### src/cmd_param_pkg.sv
// Package with constants and types for the command parameter byte file
package cmd_param_pkg;

   localparam int NUM_BYTES       = 12;
   localparam int IDX_W           = 4;
   // Byte numbers of the fields
   localparam logic [3:0] IDX_OPCODE  = 4'h0;
   localparam logic [3:0] IDX_ADDR_HI = 4'h1;
   localparam logic [3:0] IDX_ADDR_MD = 4'h2;
   localparam logic [3:0] IDX_ADDR_LO = 4'h3;
   localparam logic [3:0] IDX_DATA0   = 4'h4;
   localparam logic [3:0] IDX_LAST    = 4'hB;
   localparam logic [7:0] BYTE_RESET  = 8'h00;

   // Access sizes
   typedef enum logic [1:0] {
      SIZE_BYTE = 2'b00,
      SIZE_HALF = 2'b01,
      SIZE_WORD = 2'b10
   } access_size_t;

   // One software access to the byte file
   typedef struct packed {
      logic         valid;
      logic         write;
      access_size_t size;
      logic [3:0]   index;
      logic [31:0]  wdata;
   } access_req_t;

   // Decoded command handed to the sequencer
   typedef struct packed {
      logic [7:0]  opcode;
      logic [23:0] address;
      logic [63:0] data;
   } command_t;

   // Controller write-back of one result byte
   typedef struct packed {
      logic       valid;
      logic [3:0] index;
      logic [7:0] value;
   } result_wr_t;

endpackage : cmd_param_pkg

### src/command_parameter_bytes.sv
// Twelve-byte command parameter file with launch and lock control
// Summary of operation
// - Byte zero holds the 8-bit flash operation code.
// - Bytes one to three hold address bits 23:16, 15:8, 7:0.
// - Bytes four to eleven hold data bytes zero to seven in order.
// - Multi-byte fields are big-endian: most significant at lowest byte.
// - Byte, aligned halfword and aligned word reads and writes are accepted.
// - Writing one to complete flag launches, clears flag, locks bytes.
// - No queueing; next command loads only after current one completes.
// - Result bytes written back are valid when complete flag returns.
// - Twelve byte registers, numbered 0 to 11, written in any order.
module command_parameter_bytes
   import cmd_param_pkg::*;
(
   input  wire logic        ref_clk,     // System clock, 50 MHz
   input  wire logic        resetn,      // Asynchronous reset, active low
   input  wire access_req_t req,         // Software access request
   input  wire logic        launchWr,    // Write of one to complete flag
   input  wire result_wr_t  resultWr,    // Controller result write-back
   input  wire logic        cmdDone,     // Controller finished the command
   output logic [31:0]      rdata_r,     // Read data, big-endian packed
   output logic             rvalid_r,    // Read data valid pulse
   output logic             reqErr_r,    // Refused access pulse
   output logic             command_complete_flag_r, // Idle when high
   output logic             cmdStart_r,  // One-cycle command launch pulse
   output command_t         cmd_r        // Command snapshot at launch
);

   logic [7:0] paramByte_r [NUM_BYTES];

   // Alignment and range check for a request
   function automatic logic accessOk(access_req_t a);
      logic [4:0] last;
      last = 5'd0;
      accessOk = 1'b0;
      case (a.size)
         SIZE_BYTE: begin
            last = {1'b0, a.index};
            accessOk = 1'b1;
         end
         SIZE_HALF: begin
            last = {1'b0, a.index} + 5'd1;
            accessOk = (a.index[0] == 1'b0);
         end
         SIZE_WORD: begin
            last = {1'b0, a.index} + 5'd3;
            accessOk = (a.index[1:0] == 2'b00);
         end
         default: accessOk = 1'b0;
      endcase
      if (last > {1'b0, IDX_LAST}) begin
         accessOk = 1'b0;
      end
   endfunction

   // Byte count of a size code
   function automatic logic [2:0] sizeBytes(access_size_t s);
      case (s)
         SIZE_HALF: sizeBytes = 3'd2;
         SIZE_WORD: sizeBytes = 3'd4;
         default:   sizeBytes = 3'd1;
      endcase
   endfunction

   // Bit offset of lane k; lane zero is the most significant used lane
   function automatic int laneBase(access_size_t s, int k);
      laneBase = 8 * (int'(sizeBytes(s)) - 1 - k);
   endfunction

   // Decode of the current request and of the controller side
   logic        reqOk;                      // Legal access this cycle
   logic        locked;                     // Command running
   logic        swWrite;                    // Accepted software write
   logic        swRead;                     // Accepted software read
   logic        resultOk;                   // Accepted result write-back
   logic        launchOk;                   // Launch taken this cycle
   logic [7:0]  paramByte_nxt [NUM_BYTES];  // Next byte values
   logic [31:0] rdata_nxt;                  // Next read data

   // Shared by the write and read paths
   assign reqOk = req.valid && accessOk(req);

   // Bytes frozen to software writes while a command runs; nothing is queued behind it
   assign locked = !command_complete_flag_r;

   // Accepted transfers per kind; result bytes count only while busy
   assign swWrite  = reqOk && req.write && !locked;
   assign swRead   = reqOk && !req.write;
   assign resultOk = locked && resultWr.valid && (resultWr.index <= IDX_LAST);
   assign launchOk = !locked && launchWr;

   // Next byte values: results while busy, software only when idle
   always_comb begin
      for (int i = 0; i < NUM_BYTES; i++) begin
         paramByte_nxt[i] = paramByte_r[i];
      end
      if (resultOk) begin
         // Software writes are dropped while busy and reported as refused
         paramByte_nxt[resultWr.index] = resultWr.value;
      end else if (swWrite) begin
         for (int k = 0; k < 4; k++) begin
            if (3'(k) < sizeBytes(req.size)) begin
               // Lowest byte number takes the top used lane
               paramByte_nxt[req.index + 4'(k)] =
                  req.wdata[laneBase(req.size, k) +: 8];
            end
         end
      end
   end

   // Byte file registers; fields may be loaded in any order
   always_ff @(posedge ref_clk or negedge resetn) begin
      if (!resetn) begin
         for (int i = 0; i < NUM_BYTES; i++) begin
            paramByte_r[i] <= BYTE_RESET;
         end
      end else begin
         for (int i = 0; i < NUM_BYTES; i++) begin
            paramByte_r[i] <= paramByte_nxt[i];
         end
      end
   end

   // Read lanes: big-endian, right-justified, upper lanes zero
   always_comb begin
      rdata_nxt = rdata_r;
      if (swRead) begin
         rdata_nxt = 32'h0000_0000;
         for (int k = 0; k < 4; k++) begin
            if (3'(k) < sizeBytes(req.size)) begin
               rdata_nxt[laneBase(req.size, k) +: 8] =
                  paramByte_r[req.index + 4'(k)];
            end
         end
      end
   end

   // Read data holds until the next read, so it may be sampled late
   always_ff @(posedge ref_clk or negedge resetn) begin
      if (!resetn) begin
         rdata_r <= 32'h0000_0000;
      end else begin
         rdata_r <= rdata_nxt;
      end
   end

   // Read valid pulse; reads are allowed even while a command runs
   always_ff @(posedge ref_clk or negedge resetn) begin
      if (!resetn) begin
         rvalid_r <= 1'b0;
      end else begin
         rvalid_r <= swRead;
      end
   end

   // Refusals: misaligned, out of range, or a write while locked
   always_ff @(posedge ref_clk or negedge resetn) begin
      if (!resetn) begin
         reqErr_r <= 1'b0;
      end else begin
         reqErr_r <= req.valid && (!accessOk(req) || (req.write && locked));
      end
   end

   // Complete flag: launch clears it, controller done sets it again
   always_ff @(posedge ref_clk or negedge resetn) begin
      if (!resetn) begin
         command_complete_flag_r <= 1'b1;
      end else if (locked) begin
         if (cmdDone) begin
            command_complete_flag_r <= 1'b1;
         end
      end else if (launchWr) begin
         command_complete_flag_r <= 1'b0;
      end
   end

   // Launch pulse; a launch while busy is dropped, not queued
   always_ff @(posedge ref_clk or negedge resetn) begin
      if (!resetn) begin
         cmdStart_r <= 1'b0;
      end else begin
         cmdStart_r <= launchOk;
      end
   end

   // Snapshot at launch; a write in the same cycle misses the snapshot
   always_ff @(posedge ref_clk or negedge resetn) begin
      if (!resetn) begin
         cmd_r <= '0;
      end else if (launchOk) begin
         cmd_r.opcode  <= paramByte_r[IDX_OPCODE];
         cmd_r.address <= {paramByte_r[IDX_ADDR_HI],
                           paramByte_r[IDX_ADDR_MD],
                           paramByte_r[IDX_ADDR_LO]};
         // Data byte zero lands in the top lane
         cmd_r.data    <= {paramByte_r[IDX_DATA0],
                           paramByte_r[IDX_DATA0 + 4'h1],
                           paramByte_r[IDX_DATA0 + 4'h2],
                           paramByte_r[IDX_DATA0 + 4'h3],
                           paramByte_r[IDX_DATA0 + 4'h4],
                           paramByte_r[IDX_DATA0 + 4'h5],
                           paramByte_r[IDX_DATA0 + 4'h6],
                           paramByte_r[IDX_DATA0 + 4'h7]};
      end
   end

endmodule // command_parameter_bytes

### config.mk
export PLATFORM = sky130hd
export DESIGN_NAME = command_parameter_bytes
export DESIGN_NICKNAME = d
export VERILOG_FILES = /design/src/cmd_param_pkg.sv /design/src/command_parameter_bytes.sv
export SDC_FILE = /design/constraint.sdc
export NUM_CORES = 1
export LEC_CHECK = 0
export BUFFER_PORTS_ARGS = -buffer_cell sky130_fd_sc_hd__buf_2
export CAP_MARGIN = 15
export CORE_UTILIZATION = 35
export CTS_CLUSTER_SIZE = 24
export DETAILED_ROUTE_END_ITERATION = 16
export GPL_TIMING_DRIVEN = 0
export PLACE_DENSITY = 0.6
export SYNTH_ARGS = -nofsm -noshare
export SYNTH_HDL_FRONTEND = slang
export SYNTH_SLANG_ARGS = --single-unit
### constraint.sdc
create_clock -name ref_clk -period 2.1 [get_ports ref_clk]
set_input_delay 0.21 -clock ref_clk [delete_from_list [all_inputs] [get_ports ref_clk]]
set_output_delay 0.21 -clock ref_clk [all_outputs]
set_load 0.05 [all_outputs]
==> metrics.txt, run 1 <==
Syn Nets=2103; Internal Power=15.8 mW; Longest Clk Path Bufs=3; Clock Skew=0.0734 ns; Psw=15.9 mW; initial antenna violation count=7; # nets final=2530; crit path DAT=2.79 ns; Die Span X=233 um; DRT Pass-1 Iters=7; CP required=2.60 ns; Placer Congestion=1.08; max-cap viol count=0; WL final=126000 um; Root Buffer=clkbuf_16; failing checks=negative setup slack; Syn Area/Cell=9.20 sq um; CTS tree=yes; Async SR Flop Fraction=1.00; Sink Count=228; Worst Path Max Fanout=5; overall routing resource usage=0.453; Filler Cells Inserted=4711; synthesized instance count=2033; pwr/cell area=1130 nW/um^2; Static Leakage=11.0 nW; clock-pin slew on the worst setup and hold paths=0.07 ns; synthesis-stage register bit count=228; vias=22400; Clk Latency, worst-skew pair=0.63 ns; final worst path period share=1.09; Clock power frac=0.170; pin count of the biggest net entering global routing=120; post-route ant nets=0; die height=233 um; status=complete, but fails checks; Initial DRC Count=3082; Post-Syn Area=18700 sq um; Buffers on Ports=184; register area share after synthesis=0.305; total global routing overflow=0; part of the power in registers=0.311; H-tree levels=1; Hold Path Class=in2reg; register area=5820 sq um; Power Total=31.7 mW; Slew @ Worst Pin=1.37 ns; fmax=436 MHz; RSZ-0062 raised after global routing=yes; area taken by multi-input logic gates=14800 sq um; # setup viols final=112; Setup CP Type=reg2reg; Sw Ratio=0.501; Final Hold Fails=0; Top FF cell, synth=dfrtp_1; startpoint class of the critical path=register; combinational power share=0.519; vias in the first global route=21100; num rows=84; Num CTS Buffers=28; routed length per instance=39.8 um; Final min period=2.29 ns; Residual DRC=0; Post-synth EDFFs=0; max-slew violations=0; IO Count=189; CORE AREA=52700 sq um; IR drop worst, VDD=1.08 mV; Cell variety after synth=93; Layout area overhead=50.0%; hpwl dp=88700 um; Ys Warns=2; share of layout cells above drive strength 1=0.519; die area=54400 sq um; headroom to the max-slew limit=0.0846; setup ws final=-0.193 ns; via/cell ratio=7.07; first-pass GRT wire length=170000 um; Setup crit end kind=register; TNS Setup=-9.86 ns; Initial Utilization=0.355
power by group through the flow:
stage,sequential [mW],clock (mW),combinational [mW]
2_1_floorplan,10.8,0,5.81
5_1_grt,9.73,5.60,16.9
3_3_place_gp,9.67,0,12.5
6_report,9.88,5.39,16.4
3_5_place_dp,9.72,0,12.6
4_1_cts,9.51,5.41,14.7
layout by cell type, fill, tap and decap left out, types with 24 or more instances in the layout:
cell,synthesis,final
buf_12,0,55
o21ai_0,59,47
buf_4,13,170
a211oi_1,81,53
nor3_1,53,36
dfrtp_2,0,72
clkbuf_16,0,39
o21ai_1,53,41
buf_6,12,60
nor2_4,0,25
nand3_1,58,36
nor2_1,195,160
clkbuf_8,0,25
a221o_1,45,45
mux2_2,114,112
nand2_1,158,146
a211oi_2,0,25
mux2i_1,55,33
clkbuf_2,0,27
buf_2,64,193
a21oi_1,90,70
a2111oi_4,0,24
a31oi_1,25,24
dfrtp_1,227,149
mux4_2,58,58
what timing repair did:
item / CTS / global route
cloned: 7 / 4
setup endpoints to repair: 216 / 144
pin swaps: 77 / 105
resized for setup: 536 / 288
buffers inserted: 137 / 70
endpoints found under the hold margin: 126 / 0
hold buffers: 9 / 0
layout make-up:
type / instances / area share
Buffer: 189 / 0.0700
Tap cell: 688 / 0.0307
Antenna cell: 1 / 0.0000892
Clock buffer: 37 / 0.0287
Timing Repair Buffer: 416 / 0.121
Sequential cell: 228 / 0.207
Inverter: 24 / 0.00540
Multi-Input combinational cell: 1573 / 0.529
Clock inverter: 15 / 0.00754
registers in the layout, indices dropped and copies added, names as in the netlist:
register and flops:
rdata_r 32, cmdStart_r 1, paramByte_r 96, reqErr_r 1
command_complete_flag_r 1, cmd_r 96, rvalid_r 1
cell usage after synthesis, drive strengths merged (11+ instances only):
master	n	area, sq um
nor3	61	345
and3	11	68.8
o21ai	113	569
nand2	159	599
a21oi	91	467
nor3b	24	206
a31oi	26	169
a211oi	81	608
buf	101	598
inv	24	90.1
a221o	45	450
dfrtp	227	5680
o22ai	26	163
ha	13	163
a221oi	36	315
nor2	197	744
a22oi	15	113
a2111oi	61	541
and2	19	119
or3	17	106
o221ai	26	228
nand2b	12	75.1
mux4	58	1310
o22a	17	149
clkbuf	107	402
a32o	11	110
nand3	58	290
mux2i	60	619
o211ai	20	150
mux2	147	1660
path summary, 6_finish.rpt:
check | start | end | slack, ns | cells after the start
min in group asynchronous | resetn | cmd_r[20]$_DFFE_PN0P_ | 0.27 | 2
max in group asynchronous | resetn | paramByte_r[0]$_DFFE_PN0P_ | 0.59 | 3
worst min-delay path | resultWr[1] | paramByte_r[89]$_DFFE_PN0P_ | 0.11 | 3
worst max-delay path | command_complete_flag_r$_DFF_PN1_ | paramByte_r[39]$_DFFE_PN0P_ | -0.19 | 5
worst max register to register | command_complete_flag_r$_DFF_PN1_ | paramByte_r[39]$_DFFE_PN0P_ | -0.19 | 5
worst min register to register | rdata_r[16]$_DFFE_PN0P_ | rdata_r[16]$_DFFE_PN0P_ | 0.48 | 2
cells by family after synthesis:
family / after synthesis / share of synthesized area
AOI/OAI and AO/OA: 662 / 0.265
xor gates and xnor gates: 9 / 0.00883
adders and majority gates: 13 / 0.00870
buffers and inverters: 232 / 0.0583
DFF: 228 / 0.305
muxes: 265 / 0.191
and+or+nand+nor: 624 / 0.163
worst max-delay path, cell delays in order (launching register included):
cell and delay, ns:
dfstp_2 0.38, clkbuf_16 0.17, buf_12 0.14, or3_4 0.45
nor3_1 0.81, a221o_1 0.21
stage by stage:
step,area (sq um),hold slack [ns],util,instances,worst slack (ns)
after floorplan,19600,-0.0856,-,2033,-0.337
after global placement,21400,0.371,0.406,2905,-3.25
after detailed placement,21500,0.365,0.409,2912,-1.63
after CTS,26100,0.0791,0.496,3103,-0.114
after global routing,28100,0.103,0.533,3170,-0.260
final,28100,0.109,0.533,3171,-0.193
layer usage:
layer  GRT usage  share of wire  up-vias
met4       0.352          0.095        6
met5           0        0.00036        -
li1            -              -     8847
met2       0.657           0.42     1743
met1       0.566           0.37    11200
met3       0.127           0.12      580
(Power assumes the default switching activity.)
==> run 2: changes to the inputs <==
ABC_AREA = 1   (was default)
ABC_CLOCK_PERIOD_IN_PS = 2100   (was default)
==> metrics.txt, run 2 <==
Worst Path Max Fanout=9 (was 5); Residual DRC=0 (unchanged); Power Total=22.5 mW (was 31.7 mW); crit path DAT=2.65 ns (was 2.79 ns); Synth area leaders=nand2_1, dfrtp_1, nand3_1, o21ai_0, a21oi_1 (was dfrtp_1, mux4_2, mux2_2, nor2_1, a211oi_1); Sink Count=228 (unchanged); headroom to the max-slew limit=0.0725 (was 0.0846); final worst path period share=1.02 (was 1.09); setup ws final=-0.0415 ns (was -0.193 ns); Placed Cells=4323 (was 2912); pin count of the biggest net entering global routing=89 (was 120); via/cell ratio=5.74 (was 7.07); CP required=2.61 ns (was 2.60 ns); Post-synth EDFFs=0 (unchanged); Placer Congestion=1.06 (was 1.08); total global routing overflow=0 (unchanged); Top FF cell, synth=dfrtp_1 (unchanged); Slew @ Worst Pin=1.39 ns (was 1.37 ns); vias=25600 (was 22400); hpwl dp=92600 um (was 88700 um); CORE AREA=54300 sq um (was 52700 sq um); IO Count=189 (unchanged); synthesis-stage register bit count=228 (unchanged); Syn Nets=3454 (was 2103); Syn Area/Cell=5.74 sq um (was 9.20 sq um); Reg2Reg Setup Slack=0.02 ns (was -0.19 ns); Ys Warns=2 (unchanged); Layout area overhead=26.9% (was 50.0%); overall routing resource usage=0.426 (was 0.453); worst setup path start=req[36] (was command_complete_flag_r$_DFF_PN1_); R2R cell count=10 (was 5); Setup crit end kind=register (unchanged); fin cells=4463 (was 3171); register area share after synthesis=0.294 (was 0.305); Final Hold Fails=0 (unchanged); Critical R2R Launch=command_complete_flag_r$_DFF_PN1_ (unchanged); first-pass GRT wire length=171000 um (was 170000 um); post-synth top area share=0.315 (was 0.304); die area=56500 sq um (was 54400 sq um); routed length per instance=27.5 um (was 39.8 um); Die Span X=238 um (was 233 um); die height=238 um (was 233 um); Synth area leader=nand2_1 (was dfrtp_1); Num CTS Buffers=28 (unchanged); share of layout cells above drive strength 1=0.179 (was 0.519); post-route ant nets=0 (unchanged); # setup viols final=8 (was 112); Setup CP Type=in2reg (was reg2reg); Final min period=2.14 ns (was 2.29 ns); fmax=467 MHz (was 436 MHz); Clock Skew=0.0215 ns (was 0.0734 ns); worst hold path startpoint=req[38] (was resultWr[1]); Cell variety after synth=35 (was 93); FF-to-FF End=paramByte_r[77]$_DFFE_PN0P_ (was paramByte_r[39]$_DFFE_PN0P_); num rows=85 (was 84); DRT Pass-1 Iters=8 (was 7); pwr/cell area=912 nW/um^2 (was 1130 nW/um^2); WHS Path Cells=5 (was 3); synthesized instance count=3384 (was 2033); top cells by count, synth=nand2_1, nand3_1, inv_1, dfrtp_1, o21ai_0 (was dfrtp_1, nor2_1, nand2_1, mux2_2, clkbuf_1); Root Buffer=clkbuf_16 (unchanged); max incr delay on CP=0.35 ns (was 0.81 ns); max-cap viol count=0 (unchanged); Top Registers=cmd_r (96), paramByte_r (96), rdata_r (32) (unchanged); CTS tree=yes (unchanged); Critical Path, Cell by Cell=buf_2 > inv_2 > ha_2 > inv_2 > nor2_4 > buf_4 > a21oi_2 > buf_6 > clkinvlp_4 > nand2_1 > nand2_1 > nand2_1 > nand2_1 > nand2_1 > nand2_2 > nand2_1 > nand2_1 (was clkbuf_16 > buf_12 > or3_4 > nor3_1 > a221o_1); WL final=123000 um (was 126000 um); fin area=24700 sq um (was 28100 sq um); Longest Clk Path Bufs=3 (unchanged); max-slew violations=0 (unchanged); Post-Syn Area=19400 sq um (was 18700 sq um); hold endpoint=reqErr_r$_DFF_PN0_ (was paramByte_r[89]$_DFFE_PN0P_); commonest non-fill, non-tap cell in the layout=nand2_1 (was buf_2); vias in the first global route=23700 (was 21100); placed cell area=21600 sq um (was 21500 sq um); CP max stage cell=inv_2 (was nor3_1); # nets final=3771 (was 2530); IR drop worst, VDD=0.829 mV (was 1.08 mV); H-tree levels=1 (unchanged); Buffers on Ports=188 (was 184); Layout Utilization=0.454 (was 0.533); Static Leakage=13.5 nW (was 11.0 nW); Hold Path Class=in2reg (unchanged); Async SR Flop Fraction=1.00 (unchanged); initial antenna violation count=2 (was 7); startpoint class of the critical path=primary input (was register); count leader, synth=nand2_1 (was dfrtp_1); most frequent cells in the layout=nand2_1, nand3_1, dfrtp_1 (was buf_2, buf_4, nor2_1); clock-pin slew on the worst setup and hold paths=0.06 ns (was 0.07 ns); Initial Utilization=0.357 (was 0.355); failing checks=negative setup slack (unchanged); status=complete, but fails checks (unchanged); RSZ-0062 raised after global routing=yes (unchanged); Initial DRC Count=3377 (was 3082); most used cell, CP=nand2_1; Clk Latency, worst-skew pair=0.63 ns (about the same); final hold slack=0.113 ns (was 0.109 ns)
## run 2: changes by cell type after synthesis, moves of 58 or more
cell,delta
o21ai_0,+131
a21oi_1,+97
nor2_1,-85
inv_1,+221
mux2_2,-114
nand3_1,+364
nand2_1,+1475
a211oi_1,-80
mux4_2,-58
nand4_1,+65
a2111oi_0,-60
## run 2: kinds of logic after synthesis
family	count (synthesis)	synth area share
compound gates	427	0.116
fa+ha+maj	13	0.00837
buf+inv	417	0.0875
flops	228	0.294
simple gates	2299	0.494
## run 2: timing repair
action,4_1_cts,5_1_grt
resized for setup,228,163
pin swaps,25,12
hold buffers,11,0
setup buffers,50,24
gates cloned,0,2
hold endpoints to repair,77,0
setup endpoints to repair,225,145
## run 2: how the worst max path moves through the flow
stage,to
finish,paramByte_r[83]$_DFFE_PN0P_
detailed placement,paramByte_r[75]$_DFFE_PN0P_
global route,paramByte_r[75]$_DFFE_PN0P_
floorplan,paramByte_r[15]$_DFFE_PN0P_
CTS,paramByte_r[69]$_DFFE_PN0P_
global placement,paramByte_r[50]$_DFFE_PN0P_
## run 2: final cells by class
class,count,area (sq um)
inverter,259,1080
fill,6064,29700
clock buffer,39,832
antenna,1,2.50
timing repair buffer,287,2010
sequential,228,5710
tap,739,925
clock inverter,13,210
buffer,158,1130
multi-input combinational,2739,12800
## run 2: layer usage
layer  vias up  part of all wire  GRT usage
met4         2             0.078      0.259
li1      11600                 -          -
met3       419              0.12      0.112
met5         -            0.0010     0.0165
met2      1546              0.41      0.632
met1     12100              0.39      0.551
## run 2: metrics by stage
stage / worst slack [ns] / TNS (ns)
CTS: -0.0601 / -0.886
floorplan: 0.000741 / 0
detailed placement: -1.77 / -225.95
global placement: -3.38 / -987.07
finish: -0.0415 / -0.148
global route: -0.0874 / -1.07
## run 2: power breakdown
group          switching [mW]  internal (mW)  total (mW)  leakage (nW)
Combinational            7.39           2.63        10.0          9.84
Sequential               1.60           5.39        6.99          3.11
Clock                    2.20           3.28        5.47         0.506
Total                    11.2           11.3        22.5          13.5
## run 2: critical path, delay by kind of cell
family | cells | cell delay [ns]
simple gates | 9 | 0.75
compound gates | 1 | 0.21
buf+inv | 6 | 1.22
fa+ha+maj | 1 | 0.25
